[src/rtl/hlier_pkg.sv]
package hlier_pkg;

  // Register offsets
  localparam logic [7:0] HOST_CTRL_SET_OFS = 8'h50;
  localparam logic [7:0] HOST_CTRL_CLR_OFS = 8'h54;
  localparam logic [7:0] EVT_SET_OFS = 8'h80;
  localparam logic [7:0] EVT_CLR_OFS = 8'h84;
  localparam logic [7:0] MASK_SET_OFS = 8'h88;
  localparam logic [7:0] MASK_CLR_OFS = 8'h8C;
  localparam logic [7:0] LINK_CTRL_SET_OFS = 8'hE0;
  localparam logic [7:0] LINK_CTRL_CLR_OFS = 8'hE4;
  localparam logic [7:0] LINE_CTRL_OFS = 8'hEC;

  // Event word bit positions
  localparam int LATE_ACK_BIT = 27;
  localparam int BYTE_ARRIVED_BIT = 26;
  localparam int OVERLONG_BIT = 25;
  localparam int FATAL_HALT_BIT = 24;
  localparam int MISMATCH_BIT = 23;
  localparam int BUS_REINIT_BIT = 17;
  localparam int CENSUS_DONE_BIT = 16;
  localparam int CENSUS_DONE2_BIT = 15;
  localparam int RX_SUMMARY_BIT = 7;
  localparam int TX_SUMMARY_BIT = 6;

  // Control field positions
  localparam int LATE_ACK_EN_BIT = 29;
  localparam int TIMING_ROOT_BIT = 21;
  localparam int LINE_BYTE_LSB = 16;

  // Implemented latched bits, and bits fed by the generic source port
  localparam logic [31:0] EVT_IMPL_MASK = 32'h6FFF_833F;
  localparam logic [31:0] EVT_HW_SRC_MASK = 32'h007F_033F;
  localparam logic [31:0] EVT_RSVD_ZERO = 32'h9000_7C00;

  // Reset values
  localparam logic [31:0] EVT_RESET = 32'h0000_0000;
  localparam logic [31:0] MASK_RESET = 32'h0000_0000;

  // Event bits owned by each halting subunit
  localparam int NUM_SUBUNITS = 4;
  localparam logic [31:0] SUBUNIT_EVT_MAP [NUM_SUBUNITS] = '{
    32'h0000_0001, 32'h0000_0002, 32'h0000_0004, 32'h0000_0008};

  // Timing
  localparam int CLK_PERIOD_PS = 4000;
  localparam int OVERLONG_TIME_US = 125;
  localparam int OVERLONG_CYCLES = (OVERLONG_TIME_US * 1000000) / CLK_PERIOD_PS;

  typedef enum logic [1:0] {
    ST_IDLE = 2'b01,
    ST_MEASURE = 2'b10
  } hlier_meas_type;

endpackage

[src/rtl/hlier_top.sv]
// How it works
// - Edge or set-port write raises event flag
// - Only clear-port one-writes clear a flag, except bit 16 on bus reinit
// - Event reads return flags ANDed with mask
// - Bits 15-10, 28, 31 reset to zero
// - Bit 31 reads zero, ignores writes
// - Bit 29 is software-only event
// - Bit 28 reads zero, ignores writes
// - Late-ack conditions set bit 27 when enabled
// - Line byte arrival sets 26, byte readable
// - Overlong period as timing root sets 25
// - Overlong event clears timing root enable
// - Subunit halting error sets bit 24
// - Fatal halt blocks offending contexts' events
// - Received timer mismatch sets bit 23
// - Bits 14-10 always read zero
// - Bits 7, 6 are live masked ORs
// - Bus reinit set clears census done
module hlier_top #(
  parameter int OVERLONG_LIMIT = hlier_pkg::OVERLONG_CYCLES
) (
  input wire logic i_clk,
  input wire logic i_srst,
  input wire logic [7:0] i_addr,
  input wire logic [31:0] i_wdata,
  input wire logic i_wr,
  input wire logic i_rd,
  output logic [31:0] o_rdata,
  output logic o_irq,
  output logic o_timing_root_enable,
  output logic o_late_ack_report_enable,
  input wire logic [31:0] i_evt_src,
  input wire logic i_rx_data_waiting,
  input wire logic i_phys_resp_busy,
  input wire logic i_tardy_ack_sent,
  input wire logic i_line_layer_byte_arrived,
  input wire logic [7:0] i_line_layer_byte,
  input wire logic i_cs_tx_start,
  input wire logic i_subaction_gap_end,
  input wire logic [3:0] i_subunit_halt,
  input wire logic i_rx_cs_valid,
  input wire logic [6:0] i_rx_seconds_field,
  input wire logic [12:0] i_rx_period_count_field,
  input wire logic [6:0] i_seconds_field,
  input wire logic [12:0] i_period_count_field,
  input wire logic [7:0] i_rx_ctx_events,
  input wire logic [7:0] i_rx_ctx_mask,
  input wire logic [7:0] i_tx_ctx_events,
  input wire logic [7:0] i_tx_ctx_mask
);

  logic [31:0] flags_ff;
  logic [31:0] nxt_flags;
  logic [31:0] mask_ff;
  logic [31:0] src_prev_ff;
  logic [31:0] blk_ff;
  logic [1:0] summary_ff;
  logic [31:0] rdata_ff;
  logic irq_ff;
  logic late_ack_en_ff;
  logic timing_root_ff;
  logic [7:0] line_byte_ff;
  hlier_pkg::hlier_meas_type meas_ff;
  logic [14:0] meas_cnt_ff;
  logic overlong_pulse;
  logic [31:0] src_lvl;
  logic [31:0] hw_rise;
  logic [31:0] hw_set;
  logic [31:0] sw_set;
  logic [31:0] sw_clr;
  logic [31:0] evt_view;
  logic [31:0] halt_map;

  function automatic logic hit(input logic [7:0] addr, input logic [7:0] ofs);
    hit = (addr == ofs);
  endfunction

  // Decoded write strobes
  logic wr_evt_set;
  logic wr_evt_clr;
  assign wr_evt_set = i_wr && hit(i_addr, hlier_pkg::EVT_SET_OFS);
  assign wr_evt_clr = i_wr && hit(i_addr, hlier_pkg::EVT_CLR_OFS);

  // Subunit-to-event map of halting units
  always_comb begin
    halt_map = '0;
    for (int u = 0; u < hlier_pkg::NUM_SUBUNITS; u++) begin
      if (i_subunit_halt[u]) begin
        halt_map = halt_map | hlier_pkg::SUBUNIT_EVT_MAP[u];
      end
    end
  end

  // Source levels gathered into one word
  always_comb begin
    src_lvl = i_evt_src & hlier_pkg::EVT_HW_SRC_MASK;
    src_lvl[hlier_pkg::LATE_ACK_BIT] = late_ack_en_ff &&
        (i_rx_data_waiting || i_phys_resp_busy || i_tardy_ack_sent);
    src_lvl[hlier_pkg::BYTE_ARRIVED_BIT] = i_line_layer_byte_arrived;
    src_lvl[hlier_pkg::OVERLONG_BIT] = overlong_pulse;
    src_lvl[hlier_pkg::FATAL_HALT_BIT] = |i_subunit_halt;
    src_lvl[hlier_pkg::MISMATCH_BIT] = i_rx_cs_valid &&
        ((i_rx_seconds_field != i_seconds_field) ||
         (i_rx_period_count_field != i_period_count_field));
  end

  always_ff @(posedge i_clk) begin
    if (i_srst) begin
      src_prev_ff <= '0;
    end else begin
      src_prev_ff <= src_lvl;
    end
  end

  assign hw_rise = src_lvl & ~src_prev_ff;

  always_comb begin
    hw_set = hw_rise;
    if (flags_ff[hlier_pkg::FATAL_HALT_BIT]) begin
      hw_set = hw_set & ~blk_ff;
    end
    if (hw_set[hlier_pkg::CENSUS_DONE_BIT]) begin
      hw_set[hlier_pkg::CENSUS_DONE2_BIT] = 1'b1;
    end
  end

  assign sw_set = wr_evt_set ? i_wdata : '0;
  assign sw_clr = wr_evt_clr ? i_wdata : '0;

  always_comb begin
    nxt_flags = (flags_ff & ~sw_clr) | sw_set | hw_set;
    if (hw_set[hlier_pkg::BUS_REINIT_BIT]) begin
      nxt_flags[hlier_pkg::CENSUS_DONE_BIT] = 1'b0;
    end
    nxt_flags = nxt_flags & hlier_pkg::EVT_IMPL_MASK;
  end

  always_ff @(posedge i_clk) begin
    if (i_srst) begin
      flags_ff <= hlier_pkg::EVT_RESET;
    end else begin
      flags_ff <= nxt_flags;
    end
  end

  // Offending contexts held while the fatal flag stands
  always_ff @(posedge i_clk) begin
    if (i_srst) begin
      blk_ff <= '0;
    end else if (!nxt_flags[hlier_pkg::FATAL_HALT_BIT]) begin
      blk_ff <= '0;
    end else begin
      blk_ff <= blk_ff | halt_map;
    end
  end

  // Mask register, set and clear ports
  always_ff @(posedge i_clk) begin
    if (i_srst) begin
      mask_ff <= hlier_pkg::MASK_RESET;
    end else if (i_wr && hit(i_addr, hlier_pkg::MASK_SET_OFS)) begin
      mask_ff <= mask_ff | i_wdata;
    end else if (i_wr && hit(i_addr, hlier_pkg::MASK_CLR_OFS)) begin
      mask_ff <= mask_ff & ~i_wdata;
    end
  end

  // Late ack report enable
  always_ff @(posedge i_clk) begin
    if (i_srst) begin
      late_ack_en_ff <= 1'b0;
    end else if (i_wr && hit(i_addr, hlier_pkg::HOST_CTRL_SET_OFS) &&
                 i_wdata[hlier_pkg::LATE_ACK_EN_BIT]) begin
      late_ack_en_ff <= 1'b1;
    end else if (i_wr && hit(i_addr, hlier_pkg::HOST_CTRL_CLR_OFS) &&
                 i_wdata[hlier_pkg::LATE_ACK_EN_BIT]) begin
      late_ack_en_ff <= 1'b0;
    end
  end

  // Timing root enable
  always_ff @(posedge i_clk) begin
    if (i_srst) begin
      timing_root_ff <= 1'b0;
    end else if (overlong_pulse) begin
      timing_root_ff <= 1'b0;
    end else if (i_wr && hit(i_addr, hlier_pkg::LINK_CTRL_SET_OFS) &&
                 i_wdata[hlier_pkg::TIMING_ROOT_BIT]) begin
      timing_root_ff <= 1'b1;
    end else if (i_wr && hit(i_addr, hlier_pkg::LINK_CTRL_CLR_OFS) &&
                 i_wdata[hlier_pkg::TIMING_ROOT_BIT]) begin
      timing_root_ff <= 1'b0;
    end
  end

  always_ff @(posedge i_clk) begin
    if (i_srst) begin
      meas_ff <= hlier_pkg::ST_IDLE;
      meas_cnt_ff <= '0;
    end else begin
      case (meas_ff)
        hlier_pkg::ST_IDLE: begin
          meas_cnt_ff <= '0;
          if (i_cs_tx_start && timing_root_ff) begin
            meas_ff <= hlier_pkg::ST_MEASURE;
          end
        end
        hlier_pkg::ST_MEASURE: begin
          meas_cnt_ff <= meas_cnt_ff + 15'd1;
          if (i_subaction_gap_end || overlong_pulse || !timing_root_ff) begin
            meas_ff <= hlier_pkg::ST_IDLE;
          end
        end
        default: begin
          meas_ff <= hlier_pkg::ST_IDLE;
          meas_cnt_ff <= '0;
        end
      endcase
    end
  end

  assign overlong_pulse = (meas_ff == hlier_pkg::ST_MEASURE) && !i_subaction_gap_end &&
      (meas_cnt_ff == 15'(OVERLONG_LIMIT));

  always_ff @(posedge i_clk) begin
    if (i_srst) begin
      line_byte_ff <= '0;
    end else if (i_line_layer_byte_arrived) begin
      line_byte_ff <= i_line_layer_byte;
    end
  end

  always_ff @(posedge i_clk) begin
    if (i_srst) begin
      summary_ff <= '0;
    end else begin
      summary_ff <= {|(i_rx_ctx_events & i_rx_ctx_mask),
                     |(i_tx_ctx_events & i_tx_ctx_mask)};
    end
  end

  always_comb begin
    evt_view = flags_ff;
    evt_view[hlier_pkg::RX_SUMMARY_BIT] = summary_ff[1];
    evt_view[hlier_pkg::TX_SUMMARY_BIT] = summary_ff[0];
    evt_view = evt_view & mask_ff & ~hlier_pkg::EVT_RSVD_ZERO;
  end

  // Register read port
  always_ff @(posedge i_clk) begin
    if (i_srst || !i_rd) begin
      rdata_ff <= '0;
    end else begin
      case (i_addr)
        hlier_pkg::EVT_SET_OFS, hlier_pkg::EVT_CLR_OFS: begin
          rdata_ff <= evt_view;
        end
        hlier_pkg::MASK_SET_OFS, hlier_pkg::MASK_CLR_OFS: begin
          rdata_ff <= mask_ff;
        end
        hlier_pkg::HOST_CTRL_SET_OFS, hlier_pkg::HOST_CTRL_CLR_OFS: begin
          rdata_ff <= 32'(late_ack_en_ff) << hlier_pkg::LATE_ACK_EN_BIT;
        end
        hlier_pkg::LINK_CTRL_SET_OFS, hlier_pkg::LINK_CTRL_CLR_OFS: begin
          rdata_ff <= 32'(timing_root_ff) << hlier_pkg::TIMING_ROOT_BIT;
        end
        hlier_pkg::LINE_CTRL_OFS: begin
          rdata_ff <= 32'(line_byte_ff) << hlier_pkg::LINE_BYTE_LSB;
        end
        default: begin
          rdata_ff <= '0;
        end
      endcase
    end
  end

  always_ff @(posedge i_clk) begin
    if (i_srst) begin
      irq_ff <= 1'b0;
    end else begin
      irq_ff <= |evt_view;
    end
  end

  assign o_rdata = rdata_ff;
  assign o_irq = irq_ff;
  assign o_timing_root_enable = timing_root_ff;
  assign o_late_ack_report_enable = late_ack_en_ff;
endmodule

[config.mk]
export PLATFORM = sky130hd
export DESIGN_NAME = hlier_top
export DESIGN_NICKNAME = d
export VERILOG_FILES = /design/src/rtl/hlier_pkg.sv /design/src/rtl/hlier_top.sv
export SDC_FILE = /design/constraint.sdc
export NUM_CORES = 1
export LEC_CHECK = 0
export ABC_AREA = 1
export BUFFER_PORTS_ARGS = -buffer_cell sky130_fd_sc_hd__buf_2
export CORE_MARGIN = 3
export CORE_UTILIZATION = 56
export CTS_BUF_LIST = sky130_fd_sc_hd__clkbuf_4
export DETAILED_ROUTE_END_ITERATION = 10
export HOLD_SLACK_MARGIN = 0.05
export PLACE_DENSITY_LB_ADDON = 0.05
export SYNTH_ARGS = -nofsm -noshare
export SYNTH_HDL_FRONTEND = slang
export SYNTH_SLANG_ARGS = --single-unit
[constraint.sdc]
create_clock -name i_clk -period 3.2 [get_ports i_clk]
set_input_delay 0.96 -clock i_clk [delete_from_list [all_inputs] [get_ports i_clk]]
set_output_delay 0.96 -clock i_clk [all_outputs]
set_load 0.02 [all_outputs]
==> Yosys cells after proc, flatten, opt, wreduce, memory -nomap -nowiden <==
Cells that the tools add are included.
{ "op_classes": {"n_addsub": 1, "multipliers": 0, "n_div": 0, "n_lt_le_gt_ge": 0, "eq_ne": 16, "n_shift": 0, "mux": 18, "bitwise": 17, "n_reduce_logical": 42} }
{ "op_table": {"columns": ["op", "count"], "rows": [
  ["$pmux W32 S5", 1],
  ["$and A31 B31 Y31", 3],
  ["$mux W31", 3],
  ["$not A31 Y31", 3],
  ["$mux W32", 2],
  ["$or A31 B31 Y31", 2],
  ["$eq A8 B8 Y1 const B", 7],
  ["$and A32 B32 Y32", 1],
  ["$not A32 Y32", 1],
  ["$or A32 B32 Y32", 1],
  ["$or A32 B4 Y32", 1],
  ["$and A28 B31 Y31", 1],
  ["$reduce_or A25 Y1", 1],
  ["$logic_and A1 B1 Y1", 17],
  ["$and A8 B8 Y8", 2],
  ["$eq A8 B7 Y1 const B", 2],
  ["$reduce_or A2 Y1", 8],
  ["$reduce_or A8 Y1", 2],
  ["$add A15 B1 Y15 const B", 1],
  ["$eq A15 B15 Y1 const B", 1],
  ["$ne A13 B13 Y1", 1],
  ["$ne A7 B7 Y1", 1],
  ["$logic_or A1 B1 Y1", 6],
  ["$mux W1", 6],
  ["other kinds (12)", 20]
]} }
{ "word_totals": {"regBits": 169, "latch_bits": 0, "ramBits": 0, "rom_bits": 0, "in_bits": 167, "word_cells": 107, "mem_count": 0} }

==> Depth between registers and ports, before layout <==
Gate-level depths: netlist of the first run.
{ "logic_depth": {"word_depth": 10, "ltp_mapped": 9, "depth_no_buf": 9} }

==> Least setup slack after synthesis of the first run <==
OpenSTA, ideal clock, no wires.
{ "synth_path": {"kind": "input to register", "from": "input i_addr[1]", "to": "register rdata_ff[24], in the netlist o_rdata[24]", "t_arrival_ps": 1936, "required_ps": 3138, "setup_slack_ps": 1202, "path_stages": 8, "n_path_buf": 1, "cell_sequence": "nor2_4 > nand2_4 > nor3_4 > nor2_2 > nand3_2 > nand2_4 > buf_6 > nor2_4"} }
{ "synth_via": {"elab_chain_cells": 3} }
{ "synth_rtl": {"columns": ["item", "line_no", "rtl"], "rows": [
  ["start, declared", "hlier_top.sv:24", "input wire logic [7:0] i_addr,"],
  ["$eq A8 B8 Y1 or $eq A8 B7 Y1 (tied branches)", "hlier_top.sv:254", "case (i_addr)"],
  ["$reduce_or A2 Y1", "hlier_top.sv:254", null],
  ["$pmux W32 S5 (*)", "hlier_top.sv:254", null],
  ["end signal, assigned", "hlier_top.sv:256", "rdata_ff <= evt_view;"],
  ["end signal, assigned", "hlier_top.sv:259", "rdata_ff <= mask_ff;"],
  ["end signal, assigned", "hlier_top.sv:262", "rdata_ff <= 32'(late_ack_en_ff) << hlier_pkg::LATE_ACK_EN_BIT;"],
  ["end, declared", "hlier_top.sv:58", "logic [31:0] rdata_ff;"]
]} }
Mark *: on every way between the ends. The rest lies on a longest branch, timed or not.
A chain may end at the register's enable or synchronous reset.

==> Worst setup path after layout of the first run <==
{ "layout_path": {"from": "input i_addr[1]", "to": "register blk_ff[2]"} }
{ "layout_via": {"elab_chain_cells": 9} }
{ "layout_rtl": {"columns": ["item", "line_no", "rtl"], "rows": [
  ["$eq A8 B8 Y1", "hlier_top.sv:75", "hit = (addr == ofs);"],
  ["$logic_and A1 B1 Y1", "hlier_top.sv:82", "assign wr_evt_clr = i_wr && hit(i_addr, hlier_pkg::EVT_CLR_OFS);"],
  ["$mux W31", "hlier_top.sv:128", "assign sw_clr = wr_evt_clr ? i_wdata : '0;"],
  ["$not A31 Y31", "hlier_top.sv:131", "nxt_flags = (flags_ff & ~sw_clr) | sw_set | hw_set;"],
  ["$and A31 B31 Y31", "hlier_top.sv:131", null],
  ["$or A31 B31 Y31 (*) (2 in series)", "hlier_top.sv:131", null],
  ["$not A1 Y1 (no line) (*)", null, null],
  ["$reduce_or A2 Y1 (no line) (*)", null, null],
  ["end signal, assigned", "hlier_top.sv:153", "blk_ff <= blk_ff | halt_map;"],
  ["end, declared", "hlier_top.sv:56", "logic [31:0] blk_ff;"]
]} }
Marks and branches as above.

==> results.py, run 1 <==
metrics = {
    "status": {
        "outcome": "completed",
    },
    "floorplan": {
        "rows": 38,
        "vert_die_dim_um": 112,
        "initial_utilization_pct": 57.7,
        "core_um2": 10900,
        "io_pins": 202,
        "die-area_um2": 12500,
        "floorplan.die.width_um": 112,
    },
    "clocking": {
        "postCtsSetupBuffers": 0,
        "h_tree_depth": 4,
        "path_clk_slew_ps": 110,
        "cts.sinks": 141,
        "cts_hold_repair.buffers": 0,
        "cts_resizes": 0,
        "clock_tree_from_tritoncts": "built",
        "clock_latency_ps": 550,
        "ctsRootBufferMaster": "sky130_fd_sc_hd__clkbuf_4",
        "cts-buffers-inserted": 17,
        "cts.path.max_buffers": 2,
    },
    "placed_design": {
        "post-place-ws_ps": 408,
        "postPlaceCellArea_um2": 7300,
        "portBuffers": 184,
        "dp_cells": 1192,
        "detailedPlacementHpwl_mm": 11.4,
        "gpl.final_weighted_congestion": 0.884,
    },
    "drt": {
        "wl_per_cell_um": 12.7,
        "dr.first_iter.drc_count": 344,
        "ant_nets": 0,
        "finalWirelength_mm": 15.6,
        "first_pass_iters": 5,
        "drt-vias-per-instance": 5.06,
        "vias": 6175,
        "drc_errors": 0,
    },
    "power_and_ir_drop": {
        "power.share.switching_pct": 24.8,
        "internal_power_mw": 2.37,
        "total_switching_power_uw": 779,
        "p_clk_share_pct": 33.1,
        "cellPowerDensity_nw_per_um2": 418,
        "static-leakage-power_nw": 3.52,
        "peakVddDrop_mv": 0.342,
        "seq_power_share_pct": 57.9,
        "combinationalPowerShare_pct": 8.9,
    },
    "worst_setup_path": {
        "critPathMaxFanout": 20,
        "worst-endpoint-arrival_ps": 2670,
        "ordered_cell_list_for_the_critical_path": "buf_2, nor2_4, nand2_2, nor2_4, nand2_1, o21ai_1, nand2_1, nand2_1, nor2_1",
        "worstReg2RegEnd": "meas_cnt_ff[10]",
        "worst_path_max_delay_cell": "sky130_fd_sc_hd__nand2_1",
        "critical_setup_path_kind": "primary input to flip-flop",
        "critical-path-max-stage-delay_ps": 450,
        "end_kind": "flip-flop",
        "worst_r2r_path_depth": 9,
        "crit_required_ps": 3640,
        "cp_dominant_cell_by_count": "sky130_fd_sc_hd__nand2_1",
        "regToRegSetupSlack_ps": 1580,
        "start_kind": "primary input",
        "rr_startpoint": "meas_cnt_ff[0]",
    },
    "cells_and_area": {
        "mostFrequentLayoutCell": "sky130_fd_sc_hd__buf_2",
        "post_route_cells_drive_above_1_share_pct": 23.9,
        "finalNetCount": 1240,
        "layoutNonFillerInstCount": 1221,
        "post-route-cell-area_um2": 7530,
        "commonest_cells_after_routing_fill_and_taps_aside": "sky130_fd_sc_hd__buf_2 (184), sky130_fd_sc_hd__nand2_1 (170), sky130_fd_sc_hd__dfxtp_1 (141), sky130_fd_sc_hd__nor2_1 (139), sky130_fd_sc_hd__inv_1 (104)",
        "antenna_cells": 0,
        "synthToLayoutAreaGrowth_pct": 19.9,
    },
    "logic_synthesis": {
        "synthesis.area_per_instance_um2": 7.08,
        "netlist-cell-type-count": 36,
        "synthDominantAreaCellType": "sky130_fd_sc_hd__dfxtp_1",
        "mappedNetlistArea_um2": 6280,
        "syn_nets": 1056,
        "synth_area_leaders": "sky130_fd_sc_hd__dfxtp_1 (45%), sky130_fd_sc_hd__nand2_1 (10%), sky130_fd_sc_hd__nor2_1 (8.4%), sky130_fd_sc_hd__a21oi_1 (8.0%), sky130_fd_sc_hd__inv_1 (6.2%)",
        "netlist_instances": 887,
        "synth.yosys.warnings": 0,
        "yosysSeqAreaShare_pct": 44.9,
        "synthesized_flop_and_latch_total": 141,
        "netlist.area_leader.share_pct": 44.9,
    },
    "global_routing": {
        "grt_usage_pct": 25.3,
        "global_route.usage.met1_pct": 34.2,
        "largest_net_degree_at_the_start_of_global_routing": 61,
        "grtUsageMet3_pct": 6.63,
        "number_of_antenna_violations_at_the_first_check_in_global_routing": 0,
        "met2_usage_pct": 39.2,
        "most_utilized_layer_in_the_global_route_result": "met2",
        "grt_remaining_overflow": 0,
        "first_pass_grt_wire_length_mm": 25.8,
        "first_global_vias": 5595,
    },
    "hold_path": {
        "hold-path-cell-count": 1,
        "hold_path_origin": "src_prev_ff[25]",
        "hold_class": "flip-flop to flip-flop",
        "worst_hold_path.endpoint": "flags_ff[25]",
    },
    "sta": {
        "finalWorstSetupSlack_ps": 971,
        "layout_worst_path_cycle_share_pct": 69.7,
        "layout_min_cycle_time_ps": 2230,
        "fin_skew_ps": 13.2,
        "rsz0062_at_grt": "false",
        "slew_viol_final": 0,
        "setup_viol": 0,
        "slew_headroom_pct": 40.2,
        "final_hold_viol_count": 0,
        "worst-slew-pin-transition_ps": 894,
        "max_clock_freq_ghz": 0.449,
        "finalSetupTns_ps": 0,
    },
    "job": {
        "timing.max_cap.violations": 0,
    },
}
[per-stage QoR]
| step | hold WS [ps] | utilization [%] | total power, mW |
|---|---|---|---|
| 2_1_floorplan | 399 | - | 1.99 |
| 3_3_place_gp | 404 | 67.0 | 2.14 |
| 3_5_place_dp | 406 | 67.0 | 2.14 |
| 4_1_cts | 422 | 69.2 | 3.17 |
| 5_1_grt | 435 | 69.2 | 3.30 |
| 6_report | 422 | 69.2 | 3.15 |
[cells by family (layout without fill, tap and decap cells)]
kind of cell | after synthesis | after routing | synth area share, %
and+or+nand+nor | 443 | 443 | 31.6
buffers and inverters | 136 | 330 | 8.90
adders and majority gates | 2 | 2 | 0.398
AOI/OAI and AO/OA | 162 | 162 | 13.7
xor gates and xnor gates | 3 | 3 | 0.418
DFF | 141 | 141 | 44.9
[critical path, delay by kind of cell]
kind / cells / cell delay [ps]
AND/OR/NAND/NOR: 7 / 1270
AO/OA/AOI/OAI: 1 / 310
buffers and inverters: 1 / 110
[per-layer routing]
layer / vias to the layer above / wire, µm
li1: 3226 / -
met1: 2693 / 7110
met2: 231 / 6910
met3: 25 / 1290
met4: 0 / 254
met5: - / 0
[how the worst max path moves through the flow]
stage                         start      endpoint  cells after the start  slack [ps]
after detailed placement  i_addr[1]     blk_ff[2]                      9         410
after global placement    i_addr[1]     blk_ff[3]                      9         460
after CTS                 i_addr[1]     blk_ff[2]                      9        1000
final                     i_addr[1]     blk_ff[2]                      9         970
after floorplan           i_addr[1]   o_rdata[24]                      8        1200
after global routing      i_addr[4]  flags_ff[24]                      9         840
[cells in the mapped netlist]
cell type,instances
sky130_fd_sc_hd__nand2_1,170
sky130_fd_sc_hd__dfxtp_1,141
sky130_fd_sc_hd__nor2_1,140
sky130_fd_sc_hd__inv_1,104
sky130_fd_sc_hd__a21oi_1,101
sky130_fd_sc_hd__nor3_1,47
sky130_fd_sc_hd__o21ai_0,42
sky130_fd_sc_hd__nand3_1,32
sky130_fd_sc_hd__nor2_2,16
sky130_fd_sc_hd__nand4_1,15
sky130_fd_sc_hd__nor2_4,12
sky130_fd_sc_hd__clkbuf_1,11
sky130_fd_sc_hd__buf_2,9
sky130_fd_sc_hd__buf_4,6
sky130_fd_sc_hd__a211oi_1,4
sky130_fd_sc_hd__a22o_1,4
sky130_fd_sc_hd__clkinv_1,3
sky130_fd_sc_hd__o2111ai_1,3
sky130_fd_sc_hd__or2_2,3
sky130_fd_sc_hd__buf_6,2
sky130_fd_sc_hd__ha_1,2
sky130_fd_sc_hd__nand2_4,2
sky130_fd_sc_hd__nand3_2,2
sky130_fd_sc_hd__o21ai_1,2
sky130_fd_sc_hd__o31a_1,2
sky130_fd_sc_hd__xnor2_1,2
sky130_fd_sc_hd__a22oi_1,1
sky130_fd_sc_hd__inv_2,1
sky130_fd_sc_hd__nand2_2,1
sky130_fd_sc_hd__nand3b_1,1
sky130_fd_sc_hd__nor3_4,1
sky130_fd_sc_hd__nor3b_1,1
sky130_fd_sc_hd__o21bai_1,1
sky130_fd_sc_hd__o22ai_1,1
sky130_fd_sc_hd__o31ai_1,1
sky130_fd_sc_hd__xor2_1,1
[power groups by stage]
stage	Sequential, mW	Combinational, mW	Clock [mW]
finish	1.82	0.281	1.04
CTS	1.82	0.281	1.07
detailed placement	1.86	0.279	0
global placement	1.86	0.274	0
global route	1.83	0.325	1.14
floorplan	1.86	0.140	0
[area by class of cell]
type / instances / area [µm²]
clock buffers: 18 / 135
clock inverters: 11 / 104
fillers: 1011 / 3350
inverters: 108 / 405
multi-input cells: 610 / 2900
flip-flops and latches: 141 / 2820
well taps: 140 / 175
repair buffers: 193 / 988
No activity file was read; power rests on OpenSTA's default activity.
==> run 2: changes to the inputs <==
--- a/config.mk
+++ b/config.mk
@@ -8,7 +8,7 @@
 export ABC_AREA = 1
 export BUFFER_PORTS_ARGS = -buffer_cell sky130_fd_sc_hd__buf_2
 export CORE_MARGIN = 3
-export CORE_UTILIZATION = 56
+export CORE_UTILIZATION = 53
 export CTS_BUF_LIST = sky130_fd_sc_hd__clkbuf_4
 export DETAILED_ROUTE_END_ITERATION = 10
 export HOLD_SLACK_MARGIN = 0.05
==> constraint.sdc (replaced) <==
create_clock -name i_clk -period 2.25 [get_ports i_clk]
set_input_delay 0.675 -clock i_clk [delete_from_list [all_inputs] [get_ports i_clk]]
set_output_delay 0.675 -clock i_clk [all_outputs]
set_load 0.02 [all_outputs]
==> run 2 against run 1 <==
Count of clock-buffer cells in the layout up 4. Largest power group unchanged. Worst hold slack worse by 95 ps. Critical path depth down 8. Critical path type is now flip-flop to primary output. Non-clock buffer count up 13. Core utilization down 1.8 points.
==> results.py, run 2 (synthesis gave the netlist of run 1 again) <==
metrics = {
    "drt": {
        "finalWirelength_mm": 15.9,
        "drc_errors": 0,
        "wl_per_cell_um": 12.8,
        "ant_nets": 0,
        "drt-vias-per-instance": 4.99,
        "vias": 6187,
        "first_pass_iters": 5,
        "dr.first_iter.drc_count": 340,
    },
    "clocking": {
        "cts_hold_repair.buffers": 0,
        "clock_tree_from_tritoncts": "built",
        "clock_latency_ps": 550,
        "cts.path.max_buffers": 2,
        "cts.sinks": 141,
        "ctsRootBufferMaster": "sky130_fd_sc_hd__clkbuf_4",
        "cts-buffers-inserted": 17,
        "h_tree_depth": 4,
        "cts_resizes": 0,
        "path_clk_slew_ps": 110,
        "postCtsSetupBuffers": 0,
    },
    "sta": {
        "worst-slew-pin-transition_ps": 481,
        "slew_headroom_pct": 67.9,
        "slew_viol_final": 0,
        "rsz0062_at_grt": "false",
        "setup_viol": 0,
        "layout_min_cycle_time_ps": 1880,
        "fin_skew_ps": 17.2,
        "final_hold_viol_count": 0,
        "max_clock_freq_ghz": 0.533,
        "layout_worst_path_cycle_share_pct": 83.4,
        "finalSetupTns_ps": 0,
    },
    "power_and_ir_drop": {
        "total_power_mw": 4.88,
        "peakVddDrop_mv": 0.374,
        "static-leakage-power_nw": 3.65,
        "cellPowerDensity_nw_per_um2": 628,
    },
    "worst_setup_path": {
        "cpLargestDelayFamily": "flip-flops",
        "start_kind": "flip-flop",
        "worstReg2RegEnd": "meas_cnt_ff[10]",
        "crit_required_ps": 1570,
        "regToRegSetupSlack_ps": 660,
        "worst_path_max_delay_cell": "sky130_fd_sc_hd__dfxtp_1",
        "worst_r2r_path_depth": 8,
        "buf_inv_stages_crit_path": 1,
        "critical_setup_path_kind": "flip-flop to primary output",
        "worst-endpoint-arrival_ps": 1200,
        "end_kind": "primary output",
        "critPathMaxFanout": 5,
        "critical-path-max-stage-delay_ps": 450,
        "rr_startpoint": "meas_cnt_ff[0]",
        "ordered_cell_list_for_the_critical_path": "buf_2",
    },
    "cells_and_area": {
        "final-seq-area_um2": 2820,
        "finalNetCount": 1253,
        "finalCoreUtilization_pct": 67.4,
        "post_route_cells_drive_above_1_share_pct": 25.0,
        "multiInputGateArea_um2": 2900,
        "commonest_cells_after_routing_fill_and_taps_aside": "sky130_fd_sc_hd__buf_2 (184), sky130_fd_sc_hd__nand2_1 (170), sky130_fd_sc_hd__dfxtp_1 (141), sky130_fd_sc_hd__nor2_1 (139), sky130_fd_sc_hd__inv_1 (104)",
        "antenna_cells": 0,
        "mostFrequentLayoutCell": "sky130_fd_sc_hd__buf_2",
        "synthToLayoutAreaGrowth_pct": 23.6,
        "fillers": 1114,
    },
    "floorplan": {
        "vert_die_dim_um": 115,
        "initial_utilization_pct": 54.6,
        "rows": 39,
        "floorplan.die.width_um": 115,
        "die-area_um2": 13200,
        "core_um2": 11500,
        "io_pins": 202,
    },
    "hold_path": {
        "hold_path_origin": "i_addr[2]",
        "hold-path-cell-count": 2,
        "hold_class": "primary input to flip-flop",
    },
    "placed_design": {
        "detailedPlacementHpwl_mm": 11.8,
        "gpl.final_weighted_congestion": 0.833,
        "portBuffers": 184,
    },
    "job": {
        "timing.max_cap.violations": 0,
    },
    "global_routing": {
        "first_global_vias": 5529,
        "grt_remaining_overflow": 0,
        "number_of_antenna_violations_at_the_first_check_in_global_routing": 0,
        "grt_usage_pct": 24.3,
        "first_pass_grt_wire_length_mm": 25.6,
        "largest_net_degree_at_the_start_of_global_routing": 47,
    },
    "status": {
        "outcome": "completed",
    },
}
[run 2: cell types whose count changed in the layout (fill, tap and decap cells not counted)]
cell	delta
sky130_fd_sc_hd__clkinv_1	-1
sky130_fd_sc_hd__clkbuf_4	+4
sky130_fd_sc_hd__clkinvlp_4	-1
sky130_fd_sc_hd__clkinv_2	-3
sky130_fd_sc_hd__buf_12	+3
sky130_fd_sc_hd__buf_4	+10
sky130_fd_sc_hd__bufinv_16	+3
[run 2: layout make-up]
class                           count  area share (%)
Clock inverter                      9            2.16
Sequential cell                   141            36.3
Multi-Input combinational cell    610            37.4
Tap cell                          143            2.30
Clock buffer                       22            2.13
Inverter                          108            5.22
Timing Repair Buffer              206            14.5
[run 2: worst max path at each step]
stage / start / end / slack [ps] / cells past startpoint
floorplan: i_addr[1] / o_rdata[24] / 540 / 8
global placement: i_addr[1] / o_rdata[9] / 140 / 9
detailed placement: i_addr[1] / blk_ff[3] / 140 / 10
CTS: o_timing_root_enable / o_timing_root_enable / 330 / 1
global route: o_timing_root_enable / o_timing_root_enable / 290 / 1
finish: o_timing_root_enable / o_timing_root_enable / 370 / 1
[run 2: metal layers]
metal | vias to the layer above | routed length [µm] | GRT usage, %
li1 | 3253 | - | -
met1 | 2737 | 7190 | 31.9
met2 | 176 | 7520 | 39.2
met3 | 21 | 928 | 5.84
met4 | 0 | 238 | 8.29
met5 | - | 0 | 0
[run 2: stage by stage]
step	cell area (µm²)	hold WS, ps	setup WS, ps	std cells
after floorplan	6280	399	537	887
after global placement	7430	425	142	1208
after detailed placement	7430	418	139	1208
after CTS	7770	282	329	1239
after global routing	7770	302	288	1239
final	7770	327	373	1239
[run 2: power by group]
group / switching [mW] / internal [mW]
logic: 0.226 / 0.180
clock network: 0.843 / 1.04
registers: 0.0328 / 2.56
